--- src/cte_pkg.sv ---
// Constants and types for the current threshold event block.
// Assumes a 20 MHz mclk and a host that reaches the registers over SPI.
package cte_pkg;

  // Clock and time bases.
  localparam longint MCLK_HZ             = 20_000_000;
  localparam longint STARTUP_BASE_US     = 1500;
  localparam longint STARTUP_BASE_CYCLES = (STARTUP_BASE_US * MCLK_HZ) / 1_000_000;
  localparam longint MINUTE_S            = 60;
  localparam longint MINUTE_CYCLES       = MINUTE_S * MCLK_HZ;
  localparam int     RELAX_STEP_MIN      = 30;

  // Register addresses.
  localparam logic [6:0] ADDR_LIM2_HI    = 7'h31;
  localparam logic [6:0] ADDR_LIM2_LO    = 7'h32;
  localparam logic [6:0] ADDR_LIM3_HI    = 7'h33;
  localparam logic [6:0] ADDR_LIM3_LO    = 7'h34;
  localparam logic [6:0] ADDR_DET_TIMING = 7'h35;
  localparam logic [6:0] ADDR_RELAX_LVL  = 7'h36;
  localparam logic [6:0] ADDR_WAKE_LVL   = 7'h37;
  localparam logic [6:0] ADDR_STARTUP    = 7'h38;
  localparam logic [6:0] ADDR_IRQ_EN1    = 7'h39;
  localparam logic [6:0] ADDR_IRQ_EN2    = 7'h3A;
  localparam logic [6:0] ADDR_IRQ_EN3    = 7'h3B;
  localparam logic [6:0] ADDR_FLAG1      = 7'h3C;
  localparam logic [6:0] ADDR_FLAG2      = 7'h3D;
  localparam logic [6:0] ADDR_FLAG3      = 7'h3E;

  // Reset values.
  localparam logic [7:0] REG_RESET       = 8'h00;

  // Field positions.
  localparam int DIR_BIT        = 7;
  localparam int RELAX_SEL_LSB  = 6;
  localparam int LIM3_CNT_LSB   = 4;
  localparam int LIM2_CNT_LSB   = 2;
  localparam int SETTLE_LSB     = 4;
  localparam int WAKE_CNT_LSB   = 0;
  localparam int F2_LIM2_DET    = 4;
  localparam int F2_LIM2_REL    = 5;
  localparam int F2_LIM3_DET    = 6;
  localparam int F2_LIM3_REL    = 7;
  localparam int F3_WAKE_DET    = 0;
  localparam int F3_WAKE_REL    = 1;
  localparam int F3_RELAX       = 2;
  localparam logic [7:0] EN2_MASK = 8'hF0;
  localparam logic [7:0] EN3_MASK = 8'h07;

  // Consecutive-detection counts for codes 00, 01, 10, 11.
  localparam logic [4:0] REPEAT_C0 = 5'h01;
  localparam logic [4:0] REPEAT_C1 = 5'h04;
  localparam logic [4:0] REPEAT_C2 = 5'h08;
  localparam logic [4:0] REPEAT_C3 = 5'h10;

  // One measured-current sample: direction and magnitude.
  typedef struct packed {
    logic        discharge;
    logic [14:0] magnitude;
  } cte_sample_s;

endpackage : cte_pkg

--- src/cte_event_ctrl.sv ---
// Current threshold event configuration, detection and interrupt output.
// Assumes SPI pins and samples are synchronous to mclk, sck well below mclk/4.
// Behaviour
// - Threshold 2 is a 15-bit magnitude plus direction in high byte bit 7.
// - Threshold 3 uses the same magnitude and direction layout.
// - Relax time code selects 30, 60, 90 or 120 minutes.
// - Threshold repeat codes select 1, 4, 8 or 16 detections.
// - Threshold events need the selected number of consecutive detections.
// - Relax timer runs only while current is at or below level, unsigned.
// - Wake repeat code selects 1, 4, 8 or 16 consecutive detections.
// - Start-up wait selects 1.5, 3, 6 or 12 milliseconds.
// - Enabled set flag pulls interrupt low; disabled never pulls it.
// - First enable register holds charge/discharge pairs for four monitors.
// - Enabled threshold events for above in the selected direction or otherwise, held for the count.
// - Wake flag when magnitude exceeds zero-extended level for the count.
// - Relax flag once at or below relax level for the chosen time.
`timescale 1ns/1ps
module cte_event_ctrl
  import cte_pkg::*;
#(
  parameter longint STARTUP_BASE = STARTUP_BASE_CYCLES,
  parameter longint MINUTE_LEN   = MINUTE_CYCLES
)(
  // Clock and reset.
  input  wire logic        mclk,
  input  wire logic        reset_n,
  // SPI slave.
  input  wire logic        spi_sck,
  input  wire logic        spi_csb_n,
  input  wire logic        spi_sdi,
  output logic             spi_sdo,
  // Measured current and accumulation monitor events.
  input  wire cte_sample_s sample,
  input  wire logic        sample_valid,
  input  wire logic [7:0]  monitor_event,
  input  wire logic        amp_start,
  // Open-drain interrupt and status.
  output logic             interrupt_out_n,
  output logic             interrupt_oe_n,
  output logic             analog_ready
);

  // The wait counters are 32 bits wide, so longer time bases cannot be served.
  if (STARTUP_BASE < 1 || STARTUP_BASE > 64'h0FFF_FFFF || MINUTE_LEN < 1
      || MINUTE_LEN > 64'h7FFF_FFFF) begin : g_bad_timing
    $error("cte_event_ctrl: unsupported timing parameter");
  end

  // Configuration registers.
  logic [7:0] lim2_hi_r, lim2_lo_r, lim3_hi_r, lim3_lo_r;
  logic [7:0] timing_r, relax_lvl_r, wake_lvl_r, startup_r;
  logic [7:0] irq_en1_r, irq_en2_r, irq_en3_r;
  logic [7:0] flag1_r, flag2_r, flag3_r;

  // SPI: 16-bit frame, first byte {write, addr[6:0]}, second byte data, MSB first.
  logic       sck_q_r;
  logic [3:0] bit_cnt_r;
  logic [6:0] shift_r;
  logic [7:0] cmd_r, rd_shift_r, rd_mux;
  logic       sck_rise, sck_fall, wr_stb;
  logic [7:0] wr_data;

  assign sck_rise = spi_sck && !sck_q_r && !spi_csb_n;
  assign sck_fall = !spi_sck && sck_q_r && !spi_csb_n;
  assign wr_data  = {shift_r, spi_sdi};
  assign wr_stb   = sck_rise && (bit_cnt_r == 4'hF) && cmd_r[7];

  always_ff @(posedge mclk or negedge reset_n) begin
    if (!reset_n) begin
      sck_q_r    <= 1'b0;
      bit_cnt_r  <= 4'h0;
      shift_r    <= 7'h00;
      cmd_r      <= 8'h00;
      rd_shift_r <= 8'h00;
      spi_sdo    <= 1'b0;
    end else begin
      sck_q_r <= spi_sck;
      if (spi_csb_n) begin
        bit_cnt_r <= 4'h0;
        spi_sdo   <= 1'b0;
      end else if (sck_rise) begin
        shift_r   <= wr_data[6:0];
        bit_cnt_r <= bit_cnt_r + 4'h1;
        if (bit_cnt_r == 4'h7) begin
          cmd_r      <= wr_data;
          rd_shift_r <= rd_mux;
        end
      end else if (sck_fall && bit_cnt_r[3]) begin
        spi_sdo    <= rd_shift_r[7];
        rd_shift_r <= {rd_shift_r[6:0], 1'b0};
      end
    end
  end

  // Read data for the address just received; unmapped addresses read 00h.
  always_comb begin
    unique case (wr_data[6:0])
      ADDR_LIM2_HI:    rd_mux = lim2_hi_r;
      ADDR_LIM2_LO:    rd_mux = lim2_lo_r;
      ADDR_LIM3_HI:    rd_mux = lim3_hi_r;
      ADDR_LIM3_LO:    rd_mux = lim3_lo_r;
      ADDR_DET_TIMING: rd_mux = timing_r;
      ADDR_RELAX_LVL:  rd_mux = relax_lvl_r;
      ADDR_WAKE_LVL:   rd_mux = wake_lvl_r;
      ADDR_STARTUP:    rd_mux = startup_r;
      ADDR_IRQ_EN1:    rd_mux = irq_en1_r;
      ADDR_IRQ_EN2:    rd_mux = irq_en2_r;
      ADDR_IRQ_EN3:    rd_mux = irq_en3_r;
      ADDR_FLAG1:      rd_mux = flag1_r;
      ADDR_FLAG2:      rd_mux = flag2_r;
      ADDR_FLAG3:      rd_mux = flag3_r;
      default:         rd_mux = 8'h00;
    endcase
  end

  // Plain read/write configuration; reserved bits of the start-up register stay zero.
  always_ff @(posedge mclk or negedge reset_n) begin
    if (!reset_n) begin
      lim2_hi_r   <= REG_RESET;
      lim2_lo_r   <= REG_RESET;
      lim3_hi_r   <= REG_RESET;
      lim3_lo_r   <= REG_RESET;
      timing_r    <= REG_RESET;
      relax_lvl_r <= REG_RESET;
      wake_lvl_r  <= REG_RESET;
      startup_r   <= REG_RESET;
      irq_en1_r   <= REG_RESET;
      irq_en2_r   <= REG_RESET;
      irq_en3_r   <= REG_RESET;
    end else if (wr_stb) begin
      unique case (cmd_r[6:0])
        ADDR_LIM2_HI:    lim2_hi_r   <= wr_data;
        ADDR_LIM2_LO:    lim2_lo_r   <= wr_data;
        ADDR_LIM3_HI:    lim3_hi_r   <= wr_data;
        ADDR_LIM3_LO:    lim3_lo_r   <= wr_data;
        ADDR_DET_TIMING: timing_r    <= wr_data;
        ADDR_RELAX_LVL:  relax_lvl_r <= wr_data;
        ADDR_WAKE_LVL:   wake_lvl_r  <= wr_data;
        ADDR_STARTUP:    startup_r   <= wr_data & 8'h33;
        ADDR_IRQ_EN1:    irq_en1_r   <= wr_data;
        ADDR_IRQ_EN2:    irq_en2_r   <= wr_data & EN2_MASK;
        ADDR_IRQ_EN3:    irq_en3_r   <= wr_data & EN3_MASK;
        default:         ;
      endcase
    end
  end

  // Start-up wait; detection stays idle until the analog front end settles.
  logic [31:0] settle_cnt_r, settle_target;
  logic        ready_r;
  assign settle_target = 32'(STARTUP_BASE << startup_r[SETTLE_LSB +: 2]);
  assign analog_ready  = ready_r;

  always_ff @(posedge mclk or negedge reset_n) begin
    if (!reset_n) begin
      settle_cnt_r <= 32'h0000_0000;
      ready_r      <= 1'b0;
    end else if (amp_start) begin
      settle_cnt_r <= 32'h0000_0000;
      ready_r      <= 1'b0;
    end else if (!ready_r) begin
      settle_cnt_r <= settle_cnt_r + 32'h0000_0001;
      ready_r      <= (settle_cnt_r + 32'h0000_0001 >= settle_target);
    end
  end

  // Detection conditions.
  logic       take;
  logic [5:0] cond, hit;
  logic [1:0] sel [6];
  assign take = sample_valid && ready_r;
  // Above the threshold in the selected direction is a detect, otherwise a release.
  assign cond[0] = sample.discharge == lim2_hi_r[DIR_BIT]
                   && sample.magnitude > {lim2_hi_r[6:0], lim2_lo_r};
  assign cond[1] = !cond[0];
  assign cond[2] = sample.discharge == lim3_hi_r[DIR_BIT]
                   && sample.magnitude > {lim3_hi_r[6:0], lim3_lo_r};
  assign cond[3] = !cond[2];
  assign cond[4] = sample.magnitude > {7'h00, wake_lvl_r};
  assign cond[5] = !cond[4];
  assign sel[0]  = timing_r[LIM2_CNT_LSB +: 2];
  assign sel[1]  = timing_r[LIM2_CNT_LSB +: 2];
  assign sel[2]  = timing_r[LIM3_CNT_LSB +: 2];
  assign sel[3]  = timing_r[LIM3_CNT_LSB +: 2];
  assign sel[4]  = startup_r[WAKE_CNT_LSB +: 2];
  assign sel[5]  = startup_r[WAKE_CNT_LSB +: 2];

  for (genvar g = 0; g < 6; g++) begin : g_repeat
    cte_repeat_count u_repeat (
      .mclk         (mclk),
      .reset_n      (reset_n),
      .sample_valid (take),
      .cond         (cond[g]),
      .count_sel    (sel[g]),
      .hit          (hit[g])
    );
  end

  // Relaxation timer, counted in minutes.
  logic [31:0] minute_cnt_r;
  logic [6:0]  relax_min_r, relax_target;
  logic        low_r, minute_tick, relax_hit;
  assign relax_target = 7'(RELAX_STEP_MIN) * {5'h00, timing_r[RELAX_SEL_LSB +: 2]}
                        + 7'(RELAX_STEP_MIN);
  assign minute_tick  = low_r && (minute_cnt_r == 32'(MINUTE_LEN - 1));
  assign relax_hit    = minute_tick && (relax_min_r + 7'h01 == relax_target);

  always_ff @(posedge mclk or negedge reset_n) begin
    if (!reset_n) begin
      low_r        <= 1'b0;
      minute_cnt_r <= 32'h0000_0000;
      relax_min_r  <= 7'h00;
    end else begin
      if (take) begin
        low_r <= sample.magnitude <= {7'h00, relax_lvl_r};
      end
      if (!low_r || !ready_r) begin
        minute_cnt_r <= 32'h0000_0000;
        relax_min_r  <= 7'h00;
      end else if (minute_tick) begin
        minute_cnt_r <= 32'h0000_0000;
        if (relax_min_r < relax_target) begin
          relax_min_r <= relax_min_r + 7'h01;
        end
      end else begin
        minute_cnt_r <= minute_cnt_r + 32'h0000_0001;
      end
    end
  end

  // Sticky flags: write 1 clears, and a new event in the same cycle wins.
  logic [7:0] clr1, clr2, clr3, set2, set3;
  assign clr1 = (wr_stb && cmd_r[6:0] == ADDR_FLAG1) ? wr_data : 8'h00;
  assign clr2 = (wr_stb && cmd_r[6:0] == ADDR_FLAG2) ? wr_data : 8'h00;
  assign clr3 = (wr_stb && cmd_r[6:0] == ADDR_FLAG3) ? wr_data : 8'h00;
  assign set2 = {hit[3], hit[2], hit[1], hit[0], 4'h0} & irq_en2_r;
  assign set3 = {5'h00, relax_hit, hit[5], hit[4]};

  always_ff @(posedge mclk or negedge reset_n) begin
    if (!reset_n) begin
      flag1_r <= REG_RESET;
      flag2_r <= REG_RESET;
      flag3_r <= REG_RESET;
    end else begin
      flag1_r <= (flag1_r & ~clr1) | monitor_event;
      flag2_r <= (flag2_r & ~clr2) | set2;
      flag3_r <= (flag3_r & ~clr3) | set3;
    end
  end

  // Interrupt pin: output value is always low, the enable decides pull or release.
  logic pull_r;
  always_ff @(posedge mclk or negedge reset_n) begin
    if (!reset_n) begin
      pull_r <= 1'b0;
    end else begin
      pull_r <= |(flag1_r & irq_en1_r) || |(flag2_r & irq_en2_r)
                || |(flag3_r & irq_en3_r);
    end
  end
  assign interrupt_out_n = 1'b0;
  assign interrupt_oe_n  = !pull_r;

  // Checks.
  property p_irq_pull;
    @(posedge mclk) disable iff (!reset_n)
      |(flag1_r & irq_en1_r) |=> !interrupt_oe_n;
  endproperty
  a_irq_pull: assert property (p_irq_pull) else $error("enabled flag not on pin");

  property p_irq_release;
    @(posedge mclk) disable iff (!reset_n)
      (flag1_r & irq_en1_r) == 8'h00 && (flag2_r & irq_en2_r) == 8'h00
      && (flag3_r & irq_en3_r) == 8'h00 |=> interrupt_oe_n;
  endproperty
  a_irq_release: assert property (p_irq_release) else $error("pin pulled without cause");

  property p_lim2_det;
    @(posedge mclk) disable iff (!reset_n)
      $rose(flag2_r[F2_LIM2_DET]) |-> $past(take && cond[0] && irq_en2_r[F2_LIM2_DET]);
  endproperty
  a_lim2_det: assert property (p_lim2_det) else $error("limit2 detect without cause");

  property p_lim2_four;
    @(posedge mclk) disable iff (!reset_n)
      $rose(flag2_r[F2_LIM2_DET]) && timing_r[LIM2_CNT_LSB +: 2] == 2'b01
      |-> g_repeat[0].u_repeat.streak_r == 5'h04;
  endproperty
  a_lim2_four: assert property (p_lim2_four) else $error("limit2 count not four");

  property p_wake;
    @(posedge mclk) disable iff (!reset_n)
      $rose(flag3_r[F3_WAKE_DET]) |-> $past(sample.magnitude > {7'h00, wake_lvl_r});
  endproperty
  a_wake: assert property (p_wake) else $error("wake flag without over-current");

  property p_relax;
    @(posedge mclk) disable iff (!reset_n)
      $rose(flag3_r[F3_RELAX]) |-> relax_min_r == relax_target && $past(low_r);
  endproperty
  a_relax: assert property (p_relax) else $error("relax flag early");

  property p_relax_hold;
    @(posedge mclk) disable iff (!reset_n)
      !low_r |=> minute_cnt_r == 32'h0000_0000;
  endproperty
  a_relax_hold: assert property (p_relax_hold) else $error("relax timer ran high");

  property p_settle;
    @(posedge mclk) disable iff (!reset_n)
      $rose(ready_r) |-> settle_cnt_r >= settle_target;
  endproperty
  a_settle: assert property (p_settle) else $error("ready before wait");

  property p_limit_store;
    @(posedge mclk) disable iff (!reset_n)
      wr_stb && cmd_r[6:0] == ADDR_LIM3_HI |=> lim3_hi_r == $past(wr_data);
  endproperty
  a_limit_store: assert property (p_limit_store) else $error("limit3 high not stored");

  c_lim2: cover property (@(posedge mclk) disable iff (!reset_n) $rose(flag2_r[F2_LIM2_DET]));
  c_wake: cover property (@(posedge mclk) disable iff (!reset_n) $rose(flag3_r[F3_WAKE_DET]));
  c_irq:  cover property (@(posedge mclk) disable iff (!reset_n) $fell(interrupt_oe_n));
  c_read: cover property (@(posedge mclk) disable iff (!reset_n)
                          sck_rise && bit_cnt_r == 4'h7 && !wr_data[7]);

endmodule : cte_event_ctrl

--- src/cte_repeat_count.sv ---
// Consecutive-detection counter: pulses once when a condition has held
// on the selected number of back-to-back samples.
// Assumes samples arrive as single-cycle valid strobes.
`timescale 1ns/1ps
module cte_repeat_count
  import cte_pkg::*;
(
  // Clock and reset.
  input  wire logic       mclk,
  input  wire logic       reset_n,
  // Sample stream.
  input  wire logic       sample_valid,
  input  wire logic       cond,
  input  wire logic [1:0] count_sel,
  // Result.
  output logic            hit
);

  logic [4:0] streak_r;
  logic [4:0] need;

  always_comb begin
    unique case (count_sel)
      2'b00: need = REPEAT_C0;
      2'b01: need = REPEAT_C1;
      2'b10: need = REPEAT_C2;
      2'b11: need = REPEAT_C3;
    endcase
  end

  // The streak saturates so a long condition fires only once.
  always_ff @(posedge mclk or negedge reset_n) begin
    if (!reset_n) begin
      streak_r <= 5'h00;
    end else if (sample_valid) begin
      if (!cond) begin
        streak_r <= 5'h00;
      end else if (streak_r < need) begin
        streak_r <= streak_r + 5'h01;
      end
    end
  end

  assign hit = sample_valid && cond && (streak_r == need - 5'h01);

endmodule : cte_repeat_count

--- config.mk ---
export PLATFORM = sky130hd
export DESIGN_NAME = cte_event_ctrl
export DESIGN_NICKNAME = d
export VERILOG_FILES = /design/src/cte_pkg.sv /design/src/cte_event_ctrl.sv /design/src/cte_repeat_count.sv
export SDC_FILE = /design/constraint.sdc
export NUM_CORES = 1
export LEC_CHECK = 0
export BUFFER_PORTS_ARGS = -buffer_cell sky130_fd_sc_hd__buf_2
export CORE_MARGIN = 5
export CORE_UTILIZATION = 30
export CTS_CLUSTER_DIAMETER = 100
export CTS_CLUSTER_SIZE = 14
export DETAILED_ROUTE_END_ITERATION = 8
export PLACE_DENSITY = 0.42
export SYNTH_ARGS = -nofsm -noshare
export SYNTH_HDL_FRONTEND = slang
export SYNTH_SLANG_ARGS = --single-unit
--- constraint.sdc ---
create_clock -name mclk -period 5.7 [get_ports mclk]
set_input_delay 0.855 -clock mclk [delete_from_list [all_inputs] [get_ports mclk]]
set_output_delay 0.855 -clock mclk [all_outputs]
set_load 0.02 [all_outputs]
# Word-level counts from Yosys, hierarchy flattened
# Cells that the tools add are included.
# word_totals
register_bits	232
latch_bits	0
mem_bits_rw	0
romBits	0
in_bits	31
output_inout_bits	4
elab_cells	240
memories	0
# classes
addsub	14
multipliers	1
div_mod_pow	0
magnitude_cmp	12
eq_ne	55
n_shift	1
muxes	36
bitwise	14
reduce_logical	75
# op_table
cell	count
$eq A7 B6 Y1 const B	28
$mux W32	4
$pmux W8 S14	1
$add A32 B1 Y32 const B	2
$mux W5	12
$pmux W5 S4	3
$and A8 B8 Y8	6
$mux W8	6
$reduce_and A2 Y1	20
$eq A32 B31 Y1 const B	1
$ge A32 B32 Y1	1
$shl A15 B2 Y32 const A	1
$add A5 B1 Y5 const B	6
$eq A5 B5 Y1	6
$gt A15 B15 Y1	2
$lt A5 B5 Y1	6
$logic_and A1 B1 Y1	27
$not A8 Y8	3
$reduce_or A8 Y1	3
$mux W7	3
$or A8 B8 Y8	2
$reduce_bool A2 Y1	8
$gt A15 B8 Y1	1
$le A15 B8 Y1	1
23 further kinds	55

# Depth between registers and ports, before layout
# Gate-level depths: netlist of the first run.
# depth
depth_word	10
ltp_mapped	14
mapped_depth_nobuf	13

# By module
# From an unflattened synthesis of the first run, not the netlist that was laid out.
# hier_totals
hier_cells	1437
hier_area_um2	14149.8
# by_module_without_submodules
module	n_inst	cells_each	area_per_inst_um2	seq_area_each_um2
cte_event_ctrl	1	1143	11649.9	5054.8
cte_repeat_count	6	49	416.6	125.1

# Least setup slack after synthesis of the first run
# OpenSTA, ideal clock, no wires.
# synth_timing
path_kind	reg-to-reg
start	register timing_r[6]
end	register relax_min_r[1]
setup_ps	78
t_arrival_ps	2637
t_required_ps	5622
setup_slack_ps	2986
stages_incl_launch_ff	13
path_buffers	1
synth_period_minus_slack_ps	2714
cell_sequence	dfrtp_1 -> inv_1 -> ha_1 -> xor2_1 -> ha_1 -> o21a_1 -> o21a_1 -> o21a_1 -> o21a_1 -> o21a_1 -> buf_6 -> or3b_1 -> a21oi_1
# synth_via
elab_chain_cells	5
# synth_lines
element	line_no	text
start: declaration	cte_event_ctrl.sv:51	logic [7:0] timing_r, relax_lvl_r, wake_lvl_r, startup_r;
start signal: assignment	cte_event_ctrl.sv:136	ADDR_DET_TIMING: timing_r <= wr_data;
$mul A4 B2 Y6	cte_event_ctrl.sv:203	assign relax_target = 7'(RELAX_STEP_MIN) * {5'h00, timing_r[RELAX_SEL_LSB +: 2]}
$add A7 B5 Y7	cte_event_ctrl.sv:204	+ 7'(RELAX_STEP_MIN);
$lt A7 B7 Y1	cte_event_ctrl.sv:222	if (relax_min_r < relax_target) begin
$reduce_bool A2 Y1 (no source line)	--	
$reduce_and A2 Y1 (no source line)	--	
end signal: assignment	cte_event_ctrl.sv:223	relax_min_r <= relax_min_r + 7'h01;
end: declaration	cte_event_ctrl.sv:201	logic [6:0] relax_min_r, relax_target;
# Every way passes these cells.
# A chain may end at the register's enable or synchronous reset.

# Worst setup path in the final report of the first run
# layout_timing
start	register lim3_hi_r[5]
end	register g_repeat[3].u_repeat.streak_r[1]
# layout_via
elab_chain_cells	4
elab_cells_between_ends	5
cone_classes	1 x order compare; 1 x mux; 3 x reduce/logical
# layout_lines
element	line_no	text
start: declaration	cte_event_ctrl.sv:50	logic [7:0] lim2_hi_r, lim2_lo_r, lim3_hi_r, lim3_lo_r;
start signal: assignment	cte_event_ctrl.sv:134	ADDR_LIM3_HI: lim3_hi_r <= wr_data;
$gt A15 B15 Y1 *	cte_event_ctrl.sv:177	&& sample.magnitude > {lim3_hi_r[6:0], lim3_lo_r};
$logic_and A1 B1 Y1 *	cte_event_ctrl.sv:177	
$reduce_bool A2 Y1 (no source line)	--	
$reduce_and A2 Y1 (no source line)	--	
end signal: assignment	cte_repeat_count.sv:39	streak_r <= streak_r + 5'h01;
end: declaration	cte_repeat_count.sv:19	logic [4:0] streak_r;
# Every way passes the cells marked *; elsewhere a longest branch is shown, timed or not.

==> results of run 1 <==
routing by layer:
layer	share of wire [%]	GRT usage (%)	wire [um]	vias up
li1	-	-	-	5234
met1	49	23.1	19800	5322
met2	46	25.0	18600	146
met3	3.2	2.04	1280	37
met4	1.7	2.85	687	0
met5	0	0	0	-
cell type report:
type | instances | area [sq um] | area share [%]
Multi-Input combinational cell | 1098 | 7880 | 50.9
Sequential cell | 232 | 5810 | 37.5
Tap cell | 607 | 759 | 4.90
Clock buffer | 21 | 526 | 3.39
Timing Repair Buffer | 44 | 258 | 1.66
Inverter | 67 | 251 | 1.62
Clock inverter | 1 | 8.76 | 0.0565
critical path: cells and delay by family, from the launching register on:
kind	cells	cell delay, ns
AO/OA/AOI/OAI	3	1.52
adder cells (fa/ha/maj)	1	0.30
buffers and inverters	1	0.08
flip-flops	1	0.47
AND/OR/NAND/NOR	3	0.73
metrics by stage:
step                      util [%]  instances  hold WS (ns)  cell area (sq um)
after global routing          33.2       2070         0.387              15500
after global placement        32.1       2048         0.487              15000
after detailed placement      32.1       2048         0.483              15000
final                         33.2       2070         0.361              15500
after floorplan                  -       1452         0.448              14200
after CTS                     33.2       2070         0.345              15500
worst max path at each step:
stage / from / end / slack (ns) / cells after the start
6_report: lim3_hi_r[5] / g_repeat[3].u_repeat.streak_r[1] / 2.49 / 8
5_1_grt: lim3_hi_r[5] / g_repeat[3].u_repeat.streak_r[1] / 2.30 / 8
4_1_cts: lim3_hi_r[5] / g_repeat[3].u_repeat.streak_r[1] / 2.51 / 8
3_5_place_dp: sample[14] / g_repeat[3].u_repeat.streak_r[1] / 2.08 / 8
3_3_place_gp: sample[1] / g_repeat[3].u_repeat.streak_r[1] / 2.08 / 9
2_1_floorplan: timing_r[6] / relax_min_r[1] / 2.99 / 12
cell usage in the layout, fill, tap and decap left out, types with 6 or more instances in the layout:
cell type	count
a211oi_1	7
a21boi_0	10
a21o_1	33
a21oi_1	57
a221oi_1	10
a22o_1	15
a22oi_1	11
a32oi_1	6
and2_1	16
and3_1	23
and4_1	8
buf_2	32
buf_4	11
clkbuf_16	21
dfrtp_1	232
ha_1	107
inv_1	67
mux2_2	89
mux2i_1	7
nand2_1	109
nand2b_1	22
nand3_1	55
nand3b_1	7
nand4_1	48
nor2_1	142
nor2b_1	16
nor3_1	22
nor4_1	14
o21a_1	12
o21ai_0	36
o22ai_1	8
o31ai_1	7
or2_2	6
or3_1	11
xnor2_1	42
xor2_1	65
logic make-up after synthesis:
logic type / synth area share [%]
other: 0.0264
XOR/XNOR: 6.61
AND/OR/NAND/NOR: 19.7
multiplexers: 7.56
flip-flops: 40.9
AO/OA/AOI/OAI: 12.2
adder cells (fa/ha/maj): 9.44
buffers and inverters: 3.57
power breakdown:
part	switching, mW	leakage (nW)	internal [mW]	total, mW
registers	0.101	3.17	1.68	1.78
clock network	0.617	0.263	0.652	1.27
logic	0.213	3.23	0.135	0.348
total	0.932	6.66	2.47	3.40
==> impl_metrics.yaml, run 1 <==
status:
  status: "complete, no violations"
worst_setup_path:
  rr_startpoint: "lim3_hi_r[5]"
  max_stage_delay_ns: 1.03
  r2r_setup_slack_ns: 2.49
  cp-end-kind: "flop"
  start_kind: "flop"
  crit_fanout: 6
  cp.required_ns: 6.12
  worstPathArrival_ns: 3.62
  reg2regPathDepth: 8
  cp_common_cell: "nor2_1"
  worst-setup-path-type: "reg -> reg"
  r2r-end: "g_repeat[3].u_repeat.streak_r[1]"
  worstPathCellList: "inv_1 > ha_1 > nand4_1 > nor2_1 > o31ai_1 > a221oi_1 > nor2_1 > a32o_1"
  cpMaxStageDelayCell: "a221oi_1"
cells_and_area:
  areaGrowthSynthToFinish_pct: 9.19
  top_regs: "minute_cnt_r: 32 flops, settle_cnt_r: 32 flops, g_repeat.u_repeat.streak_r: 30 flops"
  diodes: 0
  final_nets: 1601
  drive_gt1_share_pct: 12.4
  n_fill_cell: 4852
logic_synthesis:
  synth-seq-cells: 232
  syn_area_sq_um: 14200
  avgSynthCellArea_sq_um: 9.78
  synth_top_area_share_pct: 40.9
  yosysSeqAreaShare_pct: 40.9
  synth_edf_count: 0
  yosysWarnings: 0
  synth_area_leader_cell: "dfrtp_1"
  ys_top_cells_by_count: "dfrtp_1 (232), nor2_1 (142), nand2_1 (109)"
  synth.distinct_cells: 78
  netlist_instances: 1450
  yosys.cell_count.top_type: "dfrtp_1"
  ys.flop_type: "dfrtp_1"
  synth_area_leaders: "dfrtp_1 (41%), ha_1 (9.4%), mux2_2 (7.1%), xor2_1 (4.0%), nor2_1 (3.8%)"
  synthArstFlopShare_pct: 100
sta:
  max_clock_freq_mhz: 312
  hold_violations: 0
  tns_ns: 0
  finalMaxSlewViolations: 0
  finalSetupViolCount: 0
  finalCriticalPeriod_ns: 3.21
  fin_crit_sh_pct: 56.2
  worst_clock_skew_ns: 0.0223
  setup_ws_ns: 2.49
  slew-limit-headroom_pct: 18.9
  tightest_slew_ns: 1.22
  rsz0062_at_grt: "no"
global_route:
  antenna_found_initial: 0
  grt_usage_pct: 15.7
  grt_start_max_net_pins: 88
  grt_pass1_wl_um: 64500
  grt-ovfl-total: 0
  grt_pass1_vias: 10622
cts:
  cts_post_setup_buffers_inserted: 0
  clk_pin_slew_ns: 0.08
  cts_root_buf: "clkbuf_16"
  clk_latency_ns: 0.52
  cts_resized: 0
  hold_buffers: 0
  cts.sinks: 232
  cts_buffers: 20
  cts.htree.levels: 1
  cts_buffer_depth: 3
  cts_tree: "yes"
routing:
  drt_iter0_markers: 779
  vias_per_cell: 5.19
  ant_nets: 0
  drcViolationCount: 0
  vias: 10739
  wl_um: 40300
  wire_per_inst_um: 19.5
  dr.pass1.iters: 6
place:
  place_congestion: 0.836
  io_buffers: 33
  hpwl_um: 29400
  place_ws_ns: 2.08
power:
  powerDensity_nw_per_um2: 220
  ir_drop_mv: 0.174
  power.leakage_nw: 6.66
  power_mw: 3.40
die:
  die_area_sq_um: 51700
  ios: 35
  fp-row-count: 79
  core_sq_um: 46700
  initial_core_util_pct: 30.4
  die_w_um: 227
  dieHeight_um: 227
run:
  drv_cap: 0
worst_hold_path:
  hp-class: "in -> async"
Power figures use the tool's default switching activity.
==> inputs of run 2 (changes only) <==
PLACE_DENSITY = 0.44   (was 0.42)
clock period = 2.8 ns   (was 5.7 ns; I/O delays follow)
==> run 2 against run 1 <==
Worst setup slack got worse by 2.4 ns. Fmax rose by 19%. Clock skew fell by 0.00060 ns.
==> impl_metrics.yaml, run 2 (synthesized netlist as in run 1, its figures left out) <==
status:
  status: "complete, no violations"
cells_and_area:
  utilization_pct: 34.3
  drive_gt1_share_pct: 16.3
  layout_commonest_cell: "dfrtp_1"
  top_regs: "minute_cnt_r: 32 flops, settle_cnt_r: 32 flops, g_repeat.u_repeat.streak_r: 30 flops"
  final_cells: 2124
  n_fill_cell: 4807
  final_nets: 1655
  diodes: 0
  areaGrowthSynthToFinish_pct: 12.7
  layout_common_cells: "dfrtp_1 (230), nor2_1 (140), nand2_1 (109)"
sta:
  finalSetupViolCount: 0
  max_clock_freq_mhz: 371
  tightest_slew_ns: 0.795
  worst_clock_skew_ns: 0.0217
  finalCriticalPeriod_ns: 2.70
  fin_crit_sh_pct: 96.3
  tns_ns: 0
  hold_violations: 0
  slew-limit-headroom_pct: 46.9
  finalMaxSlewViolations: 0
  rsz0062_at_grt: "yes"
power:
  seq_power_share_pct: 51.0
  p_int_mw: 5.09
  switching_power_mw: 1.93
  power_mw: 7.02
  power.leakage_nw: 6.95
  power_switching_share_pct: 27.5
  powerDensity_nw_per_um2: 439
  p_clk_share_pct: 37.0
  p_comb_share_pct: 12.0
  ir_drop_mv: 0.340
routing:
  vias_per_cell: 5.13
  wl_um: 40400
  drt_iter0_markers: 691
  vias: 10893
  drcViolationCount: 0
  wire_per_inst_um: 19.0
  ant_nets: 0
  dr.pass1.iters: 5
worst_setup_path:
  cpMaxStageDelayCell: "dfrtp_2"
  crit_family: "simple AND/OR/NAND/NOR gates"
  max_stage_delay_ns: 0.41
  crit_fanout: 6
  cp.required_ns: 3.16
  worstPathArrival_ns: 3.05
  cp-end-kind: "flop"
  worst-setup-path-type: "reg -> reg"
  start_kind: "flop"
  worstPathCellList: "and4_4 > and2_4 > and3_4 > nand4_1 > nor2_1 > xor2_1 > ha_1 > nor2b_1 > o21ai_1 > o2111ai_2 > o221ai_2 > a41oi_2"
  critPathBufInv: 0
place:
  place_congestion: 0.850
  io_buffers: 33
  numPlacedInstances: 2098
  hpwl_um: 30200
cts:
  cts_root_buf: "clkbuf_16"
  cts_tree: "yes"
  clk_latency_ns: 0.52
  cts_buffer_depth: 3
  cts_buffers: 20
  cts.sinks: 232
  cts.htree.levels: 1
  clk_pin_slew_ns: 0.07
global_route:
  grt_usage_pct: 15.6
  grt_pass1_wl_um: 64500
  grt-ovfl-total: 0
  grt_pass1_vias: 11063
  antenna_found_initial: 0
  grt_start_max_net_pins: 70
die:
  die_w_um: 227
  ios: 35
  core_sq_um: 46700
  die_area_sq_um: 51700
  dieHeight_um: 227
  fp-row-count: 79
  initial_core_util_pct: 30.4
run:
  drv_cap: 0
worst_hold_path:
  hp-class: "in -> reg"
run 2: cell count changes in the layout (fill, tap and decap cells not counted), moves of 2 or more:
cell / previous run / this run
dfrtp_1: 232 / 230
buf_4: 11 / 61
nor2_1: 142 / 140
buf_12: 0 / 3
dfrtp_2: 0 / 2
nor2_2: 1 / 3
run 2: area by class of cell:
type	instances	area (sq um)	share of cell area, %
clock inverter	1	8.76	0.0548
inverter	67	251	1.57
sequential	232	5810	36.3
clock buffer	21	526	3.29
timing repair buffer	98	703	4.40
tap	607	759	4.75
multi-input combinational	1098	7940	49.6
run 2: path summary, 6_finish.rpt:
kind / to / cells after the start / start / slack, ns
worst min register to register: minute_cnt_r[0] / 1 / minute_cnt_r[0] / 0.48
min in group asynchronous: g_repeat[5].u_repeat.streak_r[2] / 2 / reset_n / 0.46
max in group asynchronous: settle_cnt_r[2] / 3 / reset_n / 1.47
worst max-delay path: analog_ready / 12 / settle_cnt_r[2] / 0.10
worst min-delay path: sck_q_r / 1 / spi_sck / 0.07
worst max register to register: analog_ready / 12 / settle_cnt_r[2] / 0.10
run 2: worst register-to-register path: cells and delay by family, from the launching register on:
family / cells / cell delay [ns]
adder cells (fa/ha/maj): 1 / 0.28
XOR/XNOR: 1 / 0.20
AND/OR/NAND/NOR: 6 / 0.98
flip-flops: 1 / 0.41
AO/OA/AOI/OAI: 4 / 0.68
run 2: layer usage:
layer / global-route usage, % / part of all wire (%) / up-vias
li1: - / - / 5341
met1: 22.1 / 47 / 5341
met2: 25.6 / 47 / 166
met3: 2.22 / 3.5 / 45
met4: 3.13 / 2.2 / 0
met5: 0 / 0 / -
run 2: what timing repair did:
item,CTS,global route
endpoints found under the setup margin,1,8
endpoints found under the hold margin,66,0
pin swaps,0,6
hold buffers,1,0
setup buffers,0,3
resized for setup,1,13
run 2: stage by stage:
step	area (sq um)	setup slack (ns)	hold WS (ns)
final	16000	0.103	0.0685
after global routing	16000	-0.0250	0.0556
after CTS	15900	0.0191	0.0475
after detailed placement	15400	0.0156	0.444
after global placement	15400	0.0457	0.451
after floorplan	14200	0.0857	0.124
run 2: power by group through the flow:
stage / Sequential [mW] / Combinational (mW) / Clock, mW
CTS: 3.58 / 0.856 / 2.72
floorplan: 3.56 / 0.520 / 0
global route: 3.59 / 0.945 / 2.83
detailed placement: 3.64 / 0.852 / 0
finish: 3.58 / 0.841 / 2.60
global placement: 3.64 / 0.849 / 0
